[src/common/mic_consts.svh]
/*
  constants for the interrupt controller: register offsets, bit positions,
  reset values, vectors and acceptance timing.
  assumes inclusion by bare name from the package and the core.
*/
`ifndef MIC_CONSTS_SVH
`define MIC_CONSTS_SVH

// ------------------------------------------------------------
// register offsets
// ------------------------------------------------------------
`define MIC_OFS_STICKY_LOW 8'hf5
`define MIC_OFS_EN_HIGH 8'hf6
`define MIC_OFS_EN_MID 8'hf7
`define MIC_OFS_EN_LOW 8'hf8
`define MIC_OFS_REQ_HIGH 8'hf9
`define MIC_OFS_REQ_MID 8'hfa
`define MIC_OFS_REQ_LOW 8'hfb
`define MIC_OFS_EDGE_SEL 8'hfc
`define MIC_OFS_CTRL 8'hfd

// ------------------------------------------------------------
// implemented bits and reset values
// ------------------------------------------------------------
`define MIC_MASK_HIGH 8'hec
`define MIC_MASK_MID 8'hf3
`define MIC_MASK_LOW 8'h70
`define MIC_MASK_STICKY 8'hc7
`define MIC_MASK_EDGE 8'h3f
`define MIC_RST_REG 8'h00

// bit 2 of the status word is the master enable
`define MIC_PSW_IE_BIT 2
// control register bit 0: watchdog match resets rather than interrupts
`define MIC_CTRL_WDRST_BIT 0

// ------------------------------------------------------------
// vectors and timing
// ------------------------------------------------------------
`define MIC_VEC_TOP 16'hfffc
// fff6 and fff0 belong to sources that take no vector here
`define MIC_VEC_EXT0 16'hfffa
`define MIC_VEC_EXT1 16'hfff8
`define MIC_VEC_SER_RX 16'hfff4
`define MIC_VEC_SER_TX 16'hfff2
`define MIC_VEC_TMR_A 16'hffee
`define MIC_VEC_TMR_B 16'hffec
`define MIC_VEC_TMR_C 16'hffea
`define MIC_VEC_TMR_D 16'hffe8
`define MIC_VEC_CARRIER 16'hffe6
`define MIC_VEC_CONV 16'hffe4
`define MIC_VEC_INTERVAL 16'hffe2
`define MIC_VEC_WATCHDOG 16'hffe0
// watch timer entry taken as the next slot down; not fixed elsewhere
`define MIC_VEC_WATCH 16'hffde
`define MIC_ACCEPT_FOSC 8
// one fosc period taken as one system clock
`define MIC_ACCEPT_CYC (`MIC_ACCEPT_FOSC)

`endif

[src/common/mic_pkg.sv]
/*
  types shared by the interrupt controller.
  assumes mic_consts.svh is on the include path.
*/
package mic_pkg;
  `include "mic_consts.svh"

  typedef struct packed {
    logic keyscan;
    logic ext0;
    logic ext1;
    logic serial_rx;
    logic serial_tx;
    logic timer_a;
    logic timer_b;
    logic timer_c;
    logic timer_d;
    logic carrier_gen;
    logic converter;
    logic interval_timer;
    logic watchdog;
    logic watch_timer;
  } mic_src_s;

  typedef enum logic [1:0] {
    MIC_EDGE_FALL = 2'b00,
    MIC_EDGE_RISE = 2'b01,
    MIC_EDGE_BOTH = 2'b10,
    MIC_EDGE_OFF = 2'b11
  } mic_edge_e;

  typedef enum logic [1:0] {
    MIC_IDLE = 2'b00,
    MIC_WAIT = 2'b01,
    MIC_DONE = 2'b10
  } mic_state_e;

  typedef struct packed {
    logic [7:0] addr;
    logic [7:0] wdata;
    logic wr;
    logic rd;
  } mic_bus_s;
endpackage

[src/core/mic_ctrl.sv]
/*
  prioritised interrupt controller with register port and cpu handshake.
  assumes peripheral event inputs are one-cycle pulses on i_clk, the pins
  and key inputs are asynchronous, and the core pulses i_insn_done between
  instructions and i_push_done once the status word is stacked.
*/
// The plain strobed port was decided locally.
`timescale 1ns/1ps
// How it works
// - service needs request, enable and master enable
// - fixed priority, keyscan first, watch timer last
// - request flags set regardless of enable
// - external pins: falling, rising or both edges
// - keyscan request while selected key low
// - serial requests on character rx/tx done
// - timer requests on compare match
// - converter request on conversion done
// - interval timer request on overflow
// - watchdog request only when reset-select clear
// - watch timer request every interval
// - vectoring clears the accepted request of every source except keyscan
// - sticky bit set on request and enable
// - hardware never clears sticky bits
// - disabled source or master off blocks
// - accept: clear master, push, load vector
// - software reads and writes request flags
// - higher priority wins simultaneous requests
// - request held until accepted or cleared
// - acceptance takes eight cycles after instruction
module mic_ctrl
  import mic_pkg::*;
#(
  parameter int KEY_W = 8
) (
  input wire logic i_clk,
  input wire logic i_rstn,
  input wire logic [7:0] i_addr,
  input wire logic [7:0] i_wdata,
  input wire logic i_wr,
  input wire logic i_rd,
  output logic [7:0] o_rdata,
  input wire logic i_ext_irq_pin_a,
  input wire logic i_ext_irq_pin_b,
  input wire logic i_ext_irq_pin_c,
  input wire logic [KEY_W-1:0] i_key_n,
  input wire logic [KEY_W-1:0] i_key_select,
  input wire logic i_serial_rx_done,
  input wire logic i_serial_tx_done,
  input wire logic [3:0] i_timer_match,
  input wire logic i_carrier_gen_event,
  input wire logic i_converter_done,
  input wire logic i_interval_overflow,
  input wire logic i_watchdog_match,
  input wire logic i_watch_tick,
  input wire logic [7:0] i_program_status_word,
  input wire logic i_insn_done,
  input wire logic i_push_done,
  output logic o_ext_c_flag,
  output logic o_watchdog_reset,
  output logic o_accept,
  output logic o_clear_master,
  output logic o_push_req,
  output logic [15:0] o_vector,
  output logic o_vector_valid
);
  `include "mic_consts.svh"

  if (KEY_W < 1 || KEY_W > 8) begin : bad_key_w
    $error("mic_ctrl: KEY_W must be 1..8");
  end

  // ------------------------------------------------------------
  // pin synchronisers
  // ------------------------------------------------------------
  logic [2:0] pin_meta;
  logic [2:0] pin_sync;
  logic [2:0] pin_prev;
  logic [KEY_W-1:0] key_meta;
  logic [KEY_W-1:0] key_sync;
  always_ff @(posedge i_clk or negedge i_rstn) begin
    if (!i_rstn) begin
      pin_meta <= 3'h7;
      pin_sync <= 3'h7;
      pin_prev <= 3'h7;
      key_meta <= '1;
      key_sync <= '1;
    end else begin
      pin_meta <= {i_ext_irq_pin_c, i_ext_irq_pin_b, i_ext_irq_pin_a};
      pin_sync <= pin_meta;
      pin_prev <= pin_sync;
      key_meta <= i_key_n;
      key_sync <= key_meta;
    end
  end

  // ------------------------------------------------------------
  // registers
  // ------------------------------------------------------------
  logic [7:0] irq_enable_high;
  logic [7:0] irq_enable_middle;
  logic [7:0] irq_enable_low;
  logic [7:0] edge_select_reg;
  logic [7:0] ctrl_reg;
  mic_src_s req;
  mic_src_s sticky;
  logic ext_c_flag;
  mic_src_s enable;
  mic_src_s set_evt;
  mic_src_s sw_clr;
  mic_src_s hw_clr;
  mic_src_s sticky_sw_clr;

  function automatic logic edge_hit(input logic [1:0] sel, input logic now,
                                    input logic was);
    edge_hit = (sel == MIC_EDGE_FALL && was && !now) ||
               (sel == MIC_EDGE_RISE && !was && now) ||
               (sel == MIC_EDGE_BOTH && was != now);
  endfunction

  wire wr_high = i_wr && i_addr == `MIC_OFS_REQ_HIGH;
  wire wr_mid = i_wr && i_addr == `MIC_OFS_REQ_MID;
  wire wr_low = i_wr && i_addr == `MIC_OFS_REQ_LOW;
  wire wr_sticky = i_wr && i_addr == `MIC_OFS_STICKY_LOW;
  wire [2:0] ext_hit = {edge_hit(edge_select_reg[5:4], pin_sync[2], pin_prev[2]),
                        edge_hit(edge_select_reg[3:2], pin_sync[1], pin_prev[1]),
                        edge_hit(edge_select_reg[1:0], pin_sync[0], pin_prev[0])};
  wire key_low = |(~key_sync & i_key_select);
  wire wd_irq = i_watchdog_match && !ctrl_reg[`MIC_CTRL_WDRST_BIT];

  assign enable = '{keyscan: irq_enable_high[7], ext0: irq_enable_high[6],
                    ext1: irq_enable_high[5], serial_rx: irq_enable_high[3],
                    serial_tx: irq_enable_high[2], timer_a: irq_enable_middle[7],
                    timer_b: irq_enable_middle[6], timer_c: irq_enable_middle[5],
                    timer_d: irq_enable_middle[4], carrier_gen: irq_enable_middle[1],
                    converter: irq_enable_middle[0], interval_timer: irq_enable_low[6],
                    watchdog: irq_enable_low[5], watch_timer: irq_enable_low[4]};

  // flags set by events regardless of enable
  assign set_evt = '{keyscan: key_low, ext0: ext_hit[0], ext1: ext_hit[1],
                     serial_rx: i_serial_rx_done, serial_tx: i_serial_tx_done,
                     timer_a: i_timer_match[0], timer_b: i_timer_match[1],
                     timer_c: i_timer_match[2], timer_d: i_timer_match[3],
                     carrier_gen: i_carrier_gen_event,
                     converter: i_converter_done,
                     interval_timer: i_interval_overflow,
                     watchdog: wd_irq, watch_timer: i_watch_tick};

  // software writes of zero clear request bits
  assign sw_clr = '{keyscan: wr_high && !i_wdata[7], ext0: wr_high && !i_wdata[6],
                    ext1: wr_high && !i_wdata[5], serial_rx: wr_high && !i_wdata[3],
                    serial_tx: wr_high && !i_wdata[2], timer_a: wr_mid && !i_wdata[7],
                    timer_b: wr_mid && !i_wdata[6], timer_c: wr_mid && !i_wdata[5],
                    timer_d: wr_mid && !i_wdata[4], carrier_gen: wr_mid && !i_wdata[1],
                    converter: wr_mid && !i_wdata[0], interval_timer: wr_low && !i_wdata[6],
                    watchdog: wr_low && !i_wdata[5], watch_timer: wr_low && !i_wdata[4]};
  wire [13:0] sw_set = {wr_high && i_wdata[7], wr_high && i_wdata[6], wr_high && i_wdata[5],
                        wr_high && i_wdata[3], wr_high && i_wdata[2], wr_mid && i_wdata[7],
                        wr_mid && i_wdata[6], wr_mid && i_wdata[5], wr_mid && i_wdata[4],
                        wr_mid && i_wdata[1], wr_mid && i_wdata[0], wr_low && i_wdata[6],
                        wr_low && i_wdata[5], wr_low && i_wdata[4]};

  // only the timer c/d, converter, watch, watchdog stickies exist in software view
  assign sticky_sw_clr = '{timer_c: wr_sticky && !i_wdata[7],
                           timer_d: wr_sticky && !i_wdata[6],
                           converter: wr_sticky && !i_wdata[2],
                           watch_timer: wr_sticky && !i_wdata[1],
                           watchdog: wr_sticky && !i_wdata[0], default: 1'b0};

  // ------------------------------------------------------------
  // priority and acceptance
  // ------------------------------------------------------------
  mic_state_e state;
  mic_state_e next_state;
  logic [3:0] wait_cnt;
  logic [3:0] grant_idx;
  logic [15:0] vector;
  logic vector_valid;
  wire master_on = i_program_status_word[`MIC_PSW_IE_BIT];
  wire [13:0] pend = req & enable;
  wire any_pend = master_on && |pend;

  // msb of the packed struct is keyscan, the top priority
  function automatic logic [3:0] top_idx(input logic [13:0] p);
    top_idx = 4'h0;
    for (int i = 0; i < 14; i++) begin
      if (p[13-i] && top_idx == 4'h0) begin
        top_idx = 4'(i + 1);
      end
    end
  endfunction

  // the table has holes, so no stepping formula fits it
  function automatic logic [15:0] vec_of(input logic [3:0] lvl);
    unique case (lvl)
      4'h1: vec_of = `MIC_VEC_TOP;
      4'h2: vec_of = `MIC_VEC_EXT0;
      4'h3: vec_of = `MIC_VEC_EXT1;
      4'h4: vec_of = `MIC_VEC_SER_RX;
      4'h5: vec_of = `MIC_VEC_SER_TX;
      4'h6: vec_of = `MIC_VEC_TMR_A;
      4'h7: vec_of = `MIC_VEC_TMR_B;
      4'h8: vec_of = `MIC_VEC_TMR_C;
      4'h9: vec_of = `MIC_VEC_TMR_D;
      4'ha: vec_of = `MIC_VEC_CARRIER;
      4'hb: vec_of = `MIC_VEC_CONV;
      4'hc: vec_of = `MIC_VEC_INTERVAL;
      4'hd: vec_of = `MIC_VEC_WATCHDOG;
      4'he: vec_of = `MIC_VEC_WATCH;
      default: vec_of = `MIC_VEC_TOP;
    endcase
  endfunction

  wire [3:0] best = top_idx(pend);
  wire accept_now = state == MIC_WAIT && wait_cnt == 4'(`MIC_ACCEPT_CYC - 1);
  wire [13:0] grant_oh = accept_now ? (14'h2000 >> (grant_idx - 4'h1)) : 14'h0;
  // keyscan is level driven so it keeps its flag
  assign hw_clr = grant_oh & 14'h1fff;

  always_comb begin
    next_state = state;
    unique case (state)
      MIC_IDLE: begin
        if (i_insn_done && any_pend) begin
          next_state = MIC_WAIT;
        end
      end
      MIC_WAIT: begin
        if (accept_now) begin
          next_state = MIC_DONE;
        end
      end
      MIC_DONE: begin
        if (i_push_done) begin
          next_state = MIC_IDLE;
        end
      end
      default: next_state = MIC_IDLE;
    endcase
  end

  always_ff @(posedge i_clk or negedge i_rstn) begin
    if (!i_rstn) begin
      state <= MIC_IDLE;
      wait_cnt <= 4'h0;
      grant_idx <= 4'h0;
      vector <= 16'h0000;
      vector_valid <= 1'b0;
    end else begin
      state <= next_state;
      wait_cnt <= (state == MIC_WAIT) ? wait_cnt + 4'h1 : 4'h0;
      if (state == MIC_IDLE && i_insn_done && any_pend) begin
        grant_idx <= best;
      end
      if (accept_now) begin
        vector <= vec_of(grant_idx);
      end
      vector_valid <= (state == MIC_DONE && !i_push_done) || accept_now;
    end
  end

  assign o_accept = accept_now;
  assign o_clear_master = accept_now;
  assign o_push_req = state == MIC_DONE;
  assign o_vector = vector;
  assign o_vector_valid = vector_valid;

  // ------------------------------------------------------------
  // flag and register state
  // ------------------------------------------------------------
  always_ff @(posedge i_clk or negedge i_rstn) begin
    if (!i_rstn) begin
      req <= '0;
      sticky <= '0;
      ext_c_flag <= 1'b0;
      irq_enable_high <= `MIC_RST_REG;
      irq_enable_middle <= `MIC_RST_REG;
      irq_enable_low <= `MIC_RST_REG;
      edge_select_reg <= `MIC_RST_REG;
      ctrl_reg <= `MIC_RST_REG;
    end else begin
      // set wins over both clears; held until cleared
      req <= set_evt | sw_set | (req & ~sw_clr & ~hw_clr);
      // level view: a flag enabled later still marks it; no hardware clear
      sticky <= (req & enable) | (sticky & ~sticky_sw_clr);
      ext_c_flag <= ext_hit[2] | (ext_c_flag & !(wr_high && !i_wdata[4]));
      if (i_wr && i_addr == `MIC_OFS_EN_HIGH) begin
        irq_enable_high <= i_wdata & `MIC_MASK_HIGH;
      end
      if (i_wr && i_addr == `MIC_OFS_EN_MID) begin
        irq_enable_middle <= i_wdata & `MIC_MASK_MID;
      end
      if (i_wr && i_addr == `MIC_OFS_EN_LOW) begin
        irq_enable_low <= i_wdata & `MIC_MASK_LOW;
      end
      if (i_wr && i_addr == `MIC_OFS_EDGE_SEL) begin
        edge_select_reg <= i_wdata & `MIC_MASK_EDGE;
      end
      if (i_wr && i_addr == `MIC_OFS_CTRL) begin
        ctrl_reg <= {7'h0, i_wdata[0]};
      end
    end
  end

  // ------------------------------------------------------------
  // read port
  // ------------------------------------------------------------
  wire [7:0] rd_high = {req.keyscan, req.ext0, req.ext1, ext_c_flag,
                        req.serial_rx, req.serial_tx, 2'b00};
  wire [7:0] rd_mid = {req.timer_a, req.timer_b, req.timer_c, req.timer_d,
                       2'b00, req.carrier_gen, req.converter};
  wire [7:0] rd_low = {1'b0, req.interval_timer, req.watchdog, req.watch_timer, 4'h0};
  wire [7:0] rd_sticky = {sticky.timer_c, sticky.timer_d, 3'h0,
                          sticky.converter, sticky.watch_timer, sticky.watchdog};
  // unmapped addresses read zero
  wire [7:0] rd_mux = (i_addr == `MIC_OFS_STICKY_LOW) ? rd_sticky :
                      (i_addr == `MIC_OFS_EN_HIGH) ? irq_enable_high :
                      (i_addr == `MIC_OFS_EN_MID) ? irq_enable_middle :
                      (i_addr == `MIC_OFS_EN_LOW) ? irq_enable_low :
                      (i_addr == `MIC_OFS_REQ_HIGH) ? rd_high :
                      (i_addr == `MIC_OFS_REQ_MID) ? rd_mid :
                      (i_addr == `MIC_OFS_REQ_LOW) ? rd_low :
                      (i_addr == `MIC_OFS_EDGE_SEL) ? edge_select_reg :
                      (i_addr == `MIC_OFS_CTRL) ? ctrl_reg : 8'h00;

  always_ff @(posedge i_clk or negedge i_rstn) begin
    if (!i_rstn) begin
      o_rdata <= 8'h00;
      o_ext_c_flag <= 1'b0;
      o_watchdog_reset <= 1'b0;
    end else begin
      o_rdata <= i_rd ? rd_mux : 8'h00;
      o_ext_c_flag <= ext_c_flag;
      o_watchdog_reset <= i_watchdog_match && ctrl_reg[`MIC_CTRL_WDRST_BIT];
    end
  end
endmodule // mic_ctrl

[config.mk]
export PLATFORM = sky130hd
export DESIGN_NAME = mic_ctrl
export DESIGN_NICKNAME = d
export VERILOG_FILES = /design/src/common/mic_pkg.sv /design/src/core/mic_ctrl.sv
export VERILOG_INCLUDE_DIRS = /design/src /design/src/common
export SDC_FILE = /design/constraint.sdc
export NUM_CORES = 1
export LEC_CHECK = 0
export BUFFER_PORTS_ARGS = -buffer_cell sky130_fd_sc_hd__buf_2
export CELL_PAD_IN_SITES_DETAIL_PLACEMENT = 1
export CELL_PAD_IN_SITES_GLOBAL_PLACEMENT = 2
export CORE_MARGIN = 5
export CORE_UTILIZATION = 35
export CTS_BUF_LIST = sky130_fd_sc_hd__clkbuf_4 sky130_fd_sc_hd__clkbuf_8
export DETAILED_ROUTE_END_ITERATION = 6
export MAX_ROUTING_LAYER = met4
export PLACE_DENSITY = 0.9
export SLEW_MARGIN = 25
export SYNTH_ARGS = -nofsm -noshare
export SYNTH_HDL_FRONTEND = slang
export SYNTH_SLANG_ARGS = --single-unit
[constraint.sdc]
create_clock -name i_clk -period 2.5 [get_ports i_clk]
set_input_delay 0.5 -clock i_clk [delete_from_list [all_inputs] [get_ports i_clk]]
set_output_delay 0.5 -clock i_clk [all_outputs]
set_load 0.02 [all_outputs]
==> results.py <==
metrics = {
    "die": {
        "coreArea_sq_um": 12520,
        "die_w_um": 122.4,
        "dieArea_sq_um": 14980,
        "dieHeight_um": 122.4,
        "start_util_pct": 35.33,
        "num_rows": 41,
        "io-pin-count": 90,
    },
    "setup_path": {
        "critical_path_class": "reg -> out",
        "critPathCaptureType": "output port",
        "crit_fanout": 12,
        "start_kind": "flop",
        "critical_path_required_ps": 2000,
        "crit_arrival_ps": 1800,
    },
    "pwr": {
        "p_sw_share_pct": 33.24,
        "seq_power_share_pct": 47.1,
        "worst_ir_drop_vdd_uv": 372.7,
        "p_per_area_nw_per_um2": 717.0,
        "p_int_mw": 2.506,
        "clkPwrFrac_pct": 28.0,
        "power.total_mw": 3.754,
        "switching_power_mw": 1.248,
        "combPwrFrac_pct": 24.9,
        "power.leakage_nw": 2.451,
    },
    "yosys": {
        "ys_async_sr_fraction_pct": 100.0,
        "synth_area_sq_um": 4422,
        "ys_warn_count": 0,
        "netlist_instances": 437,
        "synth.ff_latch_count": 93,
        "synth_area_per_cell_sq_um": 10.12,
        "syn_nets": 509,
        "synth_flop_cell": "dfrtp_1",
        "synth_edf_count": 0,
        "ys_types": 46,
        "synth-seq-area-share_pct": 53.34,
    },
    "drt": {
        "via_per_inst": 5.189,
        "vias": 3632,
        "drt_first_pass_iters": 5,
        "finalWirelength_um": 12420,
        "drt-wirelength-per-cell_um": 17.74,
        "first_iter_violations": 290,
        "ant_nets": 0,
        "drc": 0,
    },
    "clock_tree": {
        "postCtsSetupBuffers": 0,
        "cts_tree": "yes",
        "clk_latency_ps": 380,
        "cts_made_buffers": 9,
        "cts_hold_buf": 0,
        "cts-root-buf": "clkbuf_8",
        "htreeDepth": 3,
        "clk_path_buf_depth": 2,
        "cts_resized": 0,
        "clk_pin_slew_ps": 100,
        "clkSinkCount": 93,
    },
    "cells_and_area": {
        "multi_input_area_sq_um": 1874,
        "drive_gt1_share_pct": 31.25,
        "diodes": 0,
        "fin_util_pct": 41.82,
        "area_growth_pct": 18.39,
        "instances_no_fill": 700,
        "mostFrequentLayoutCells": "buf_2 (80), nand2_1 (70), dfrtp_1 (68), o21ai_0 (28), nor2_1 (26)",
        "fillers": 1476,
        "top_regs": "key_meta (8), key_sync (8), o_rdata (8)",
        "layout_commonest_cell": "buf_2",
        "final_nets": 595,
        "seqCellArea_sq_um": 2359,
        "final_design_area_no_fill_sq_um": 5235,
    },
    "global_routing": {
        "antenna_found_initial": 0,
        "grt_overflow_total": 0,
        "grt_max_degree": 44,
        "grt_pass1_vias": 3805,
        "grt_first_pass_wirelength_um": 20020,
        "grt_usage_pct": 18.09,
    },
    "placed_design": {
        "gp_routability_congestion": 0.9331,
        "placed_area_sq_um": 5032,
        "post-place-ws_ps": 320.7,
        "dp_cells": 684,
        "place_hpwl_um": 9680,
        "portBuffers": 81,
    },
    "sta": {
        "grt_setup_unrepaired": "false",
        "skew_ps": 15.60,
        "tns_ps": 0,
        "holdWs_ps": 100.2,
        "finalCriticalPeriod_ps": 2297,
        "slew_headroom_pct": 60.14,
        "worst_slack_ps": 203.1,
        "drv_slew": 0,
        "tightest_slew_ps": 597.8,
        "setup_viol": 0,
        "final-hold-violation-count": 0,
        "finalCritPeriodShare_pct": 91.87,
        "max_freq_mhz": 435.4,
    },
    "job": {
        "max_cap_viol_count": 0,
    },
    "run_status": {
        "status": "completed",
    },
    "worst_hold_path": {
        "hold_class": "in -> async",
    },
}
==> Yosys cell counts (2+ instances only) <==
library cell	count	area [sq um]
xnor2_1	2	17.52
nor2b_1	4	25.02
buf_4	11	82.58
dfrtp_1	68	1702
xor2_1	3	26.28
nor2_1	26	97.59
a21o_1	2	15.01
a21boi_0	5	37.54
nand3_1	20	100.1
nand4_1	5	31.28
a31oi_1	6	37.54
a32oi_1	2	17.52
o21ai_0	28	140.1
mux2_2	25	281.5
nand2_1	70	262.8
a22oi_1	12	90.09
a221oi_1	4	35.03
nand2b_1	13	81.33
clkbuf_1	8	30.03
a222oi_1	3	30.03
o22ai_1	4	25.02
and2_1	3	18.77
dfstp_2	25	656.9
nor3_1	12	60.06
inv_1	19	71.32
ha_1	12	150.1
a21oi_1	22	110.1
nor3b_1	5	37.54
==> worst max-delay path: stages, from the launching register on <==
cell      delay [ps]
dfrtp_1          410
ha_1             220
and3b_1          200
nand2b_1         330
inv_1             90
buf_2            170
==> area by class of cell <==
cell class / count / share of cell area [%]
Timing Repair Buffer: 95 / 9.799
Tap cell: 172 / 4.111
Clock inverter: 6 / 1.362
Sequential cell: 93 / 45.05
Multi-Input combinational cell: 305 / 35.80
Clock buffer: 10 / 2.510
Inverter: 19 / 1.362
==> layer usage <==
| metal | routed length [um] | share of wire [%] | global-route usage [%] | vias up |
|---|---|---|---|---|
| met1 | 5414 | 44 | 23.17 | 1797 |
| met4 | 247 | 2.0 | 5.808 | 0 |
| met5 | 0 | 0 | - | - |
| li1 | - | - | - | 1700 |
| met3 | 784 | 6.3 | 3.733 | 19 |
| met2 | 5975 | 48 | 28.89 | 116 |
==> worst paths after layout <==
kind / startpoint / endpoint / slack [ps] / cells after the start
min: i_rstn / irq_enable_middle[6]$_DFFE_PN0P_ / 100 / 1
max in group asynchronous: i_rstn / pin_sync[0]$_DFF_PN1_ / 1630 / 2
max reg2reg: rd_high[7]$_DFF_PN0_ / grant_idx[0]$_DFFE_PN0P_ / 350 / 5
max: wait_cnt[0]$_DFF_PN0_ / o_accept / 200 / 5
min in group i_clk: i_key_n[3] / key_meta[3]$_DFF_PN1_ / 210 / 1
min reg2reg: pin_meta[1]$_DFF_PN1_ / pin_sync[1]$_DFF_PN1_ / 360 / 0
==> power groups by stage <==
stage	Sequential, mW	Clock, mW	Combinational, mW
after floorplan	1.80	0	0.645
after global placement	1.79	0	0.908
after detailed placement	1.80	0	0.947
after CTS	1.77	1.09	0.953
after global routing	1.79	1.17	1.06
final	1.77	1.05	0.936
==> cells by family (layout without fill, tap and decap cells) <==
logic type | Yosys count | in the layout | share of synthesized area, %
mux | 27 | 27 | 6.933
other cells | 1 | 1 | 0.08481
compound gates | 95 | 95 | 13.58
buf+inv | 39 | 130 | 4.273
fa+ha+maj | 12 | 12 | 3.395
xor+xnor | 5 | 5 | 0.9906
flops | 93 | 93 | 53.34
simple gates | 165 | 165 | 17.40
Note: power is estimated with default switching activity, not from simulation.
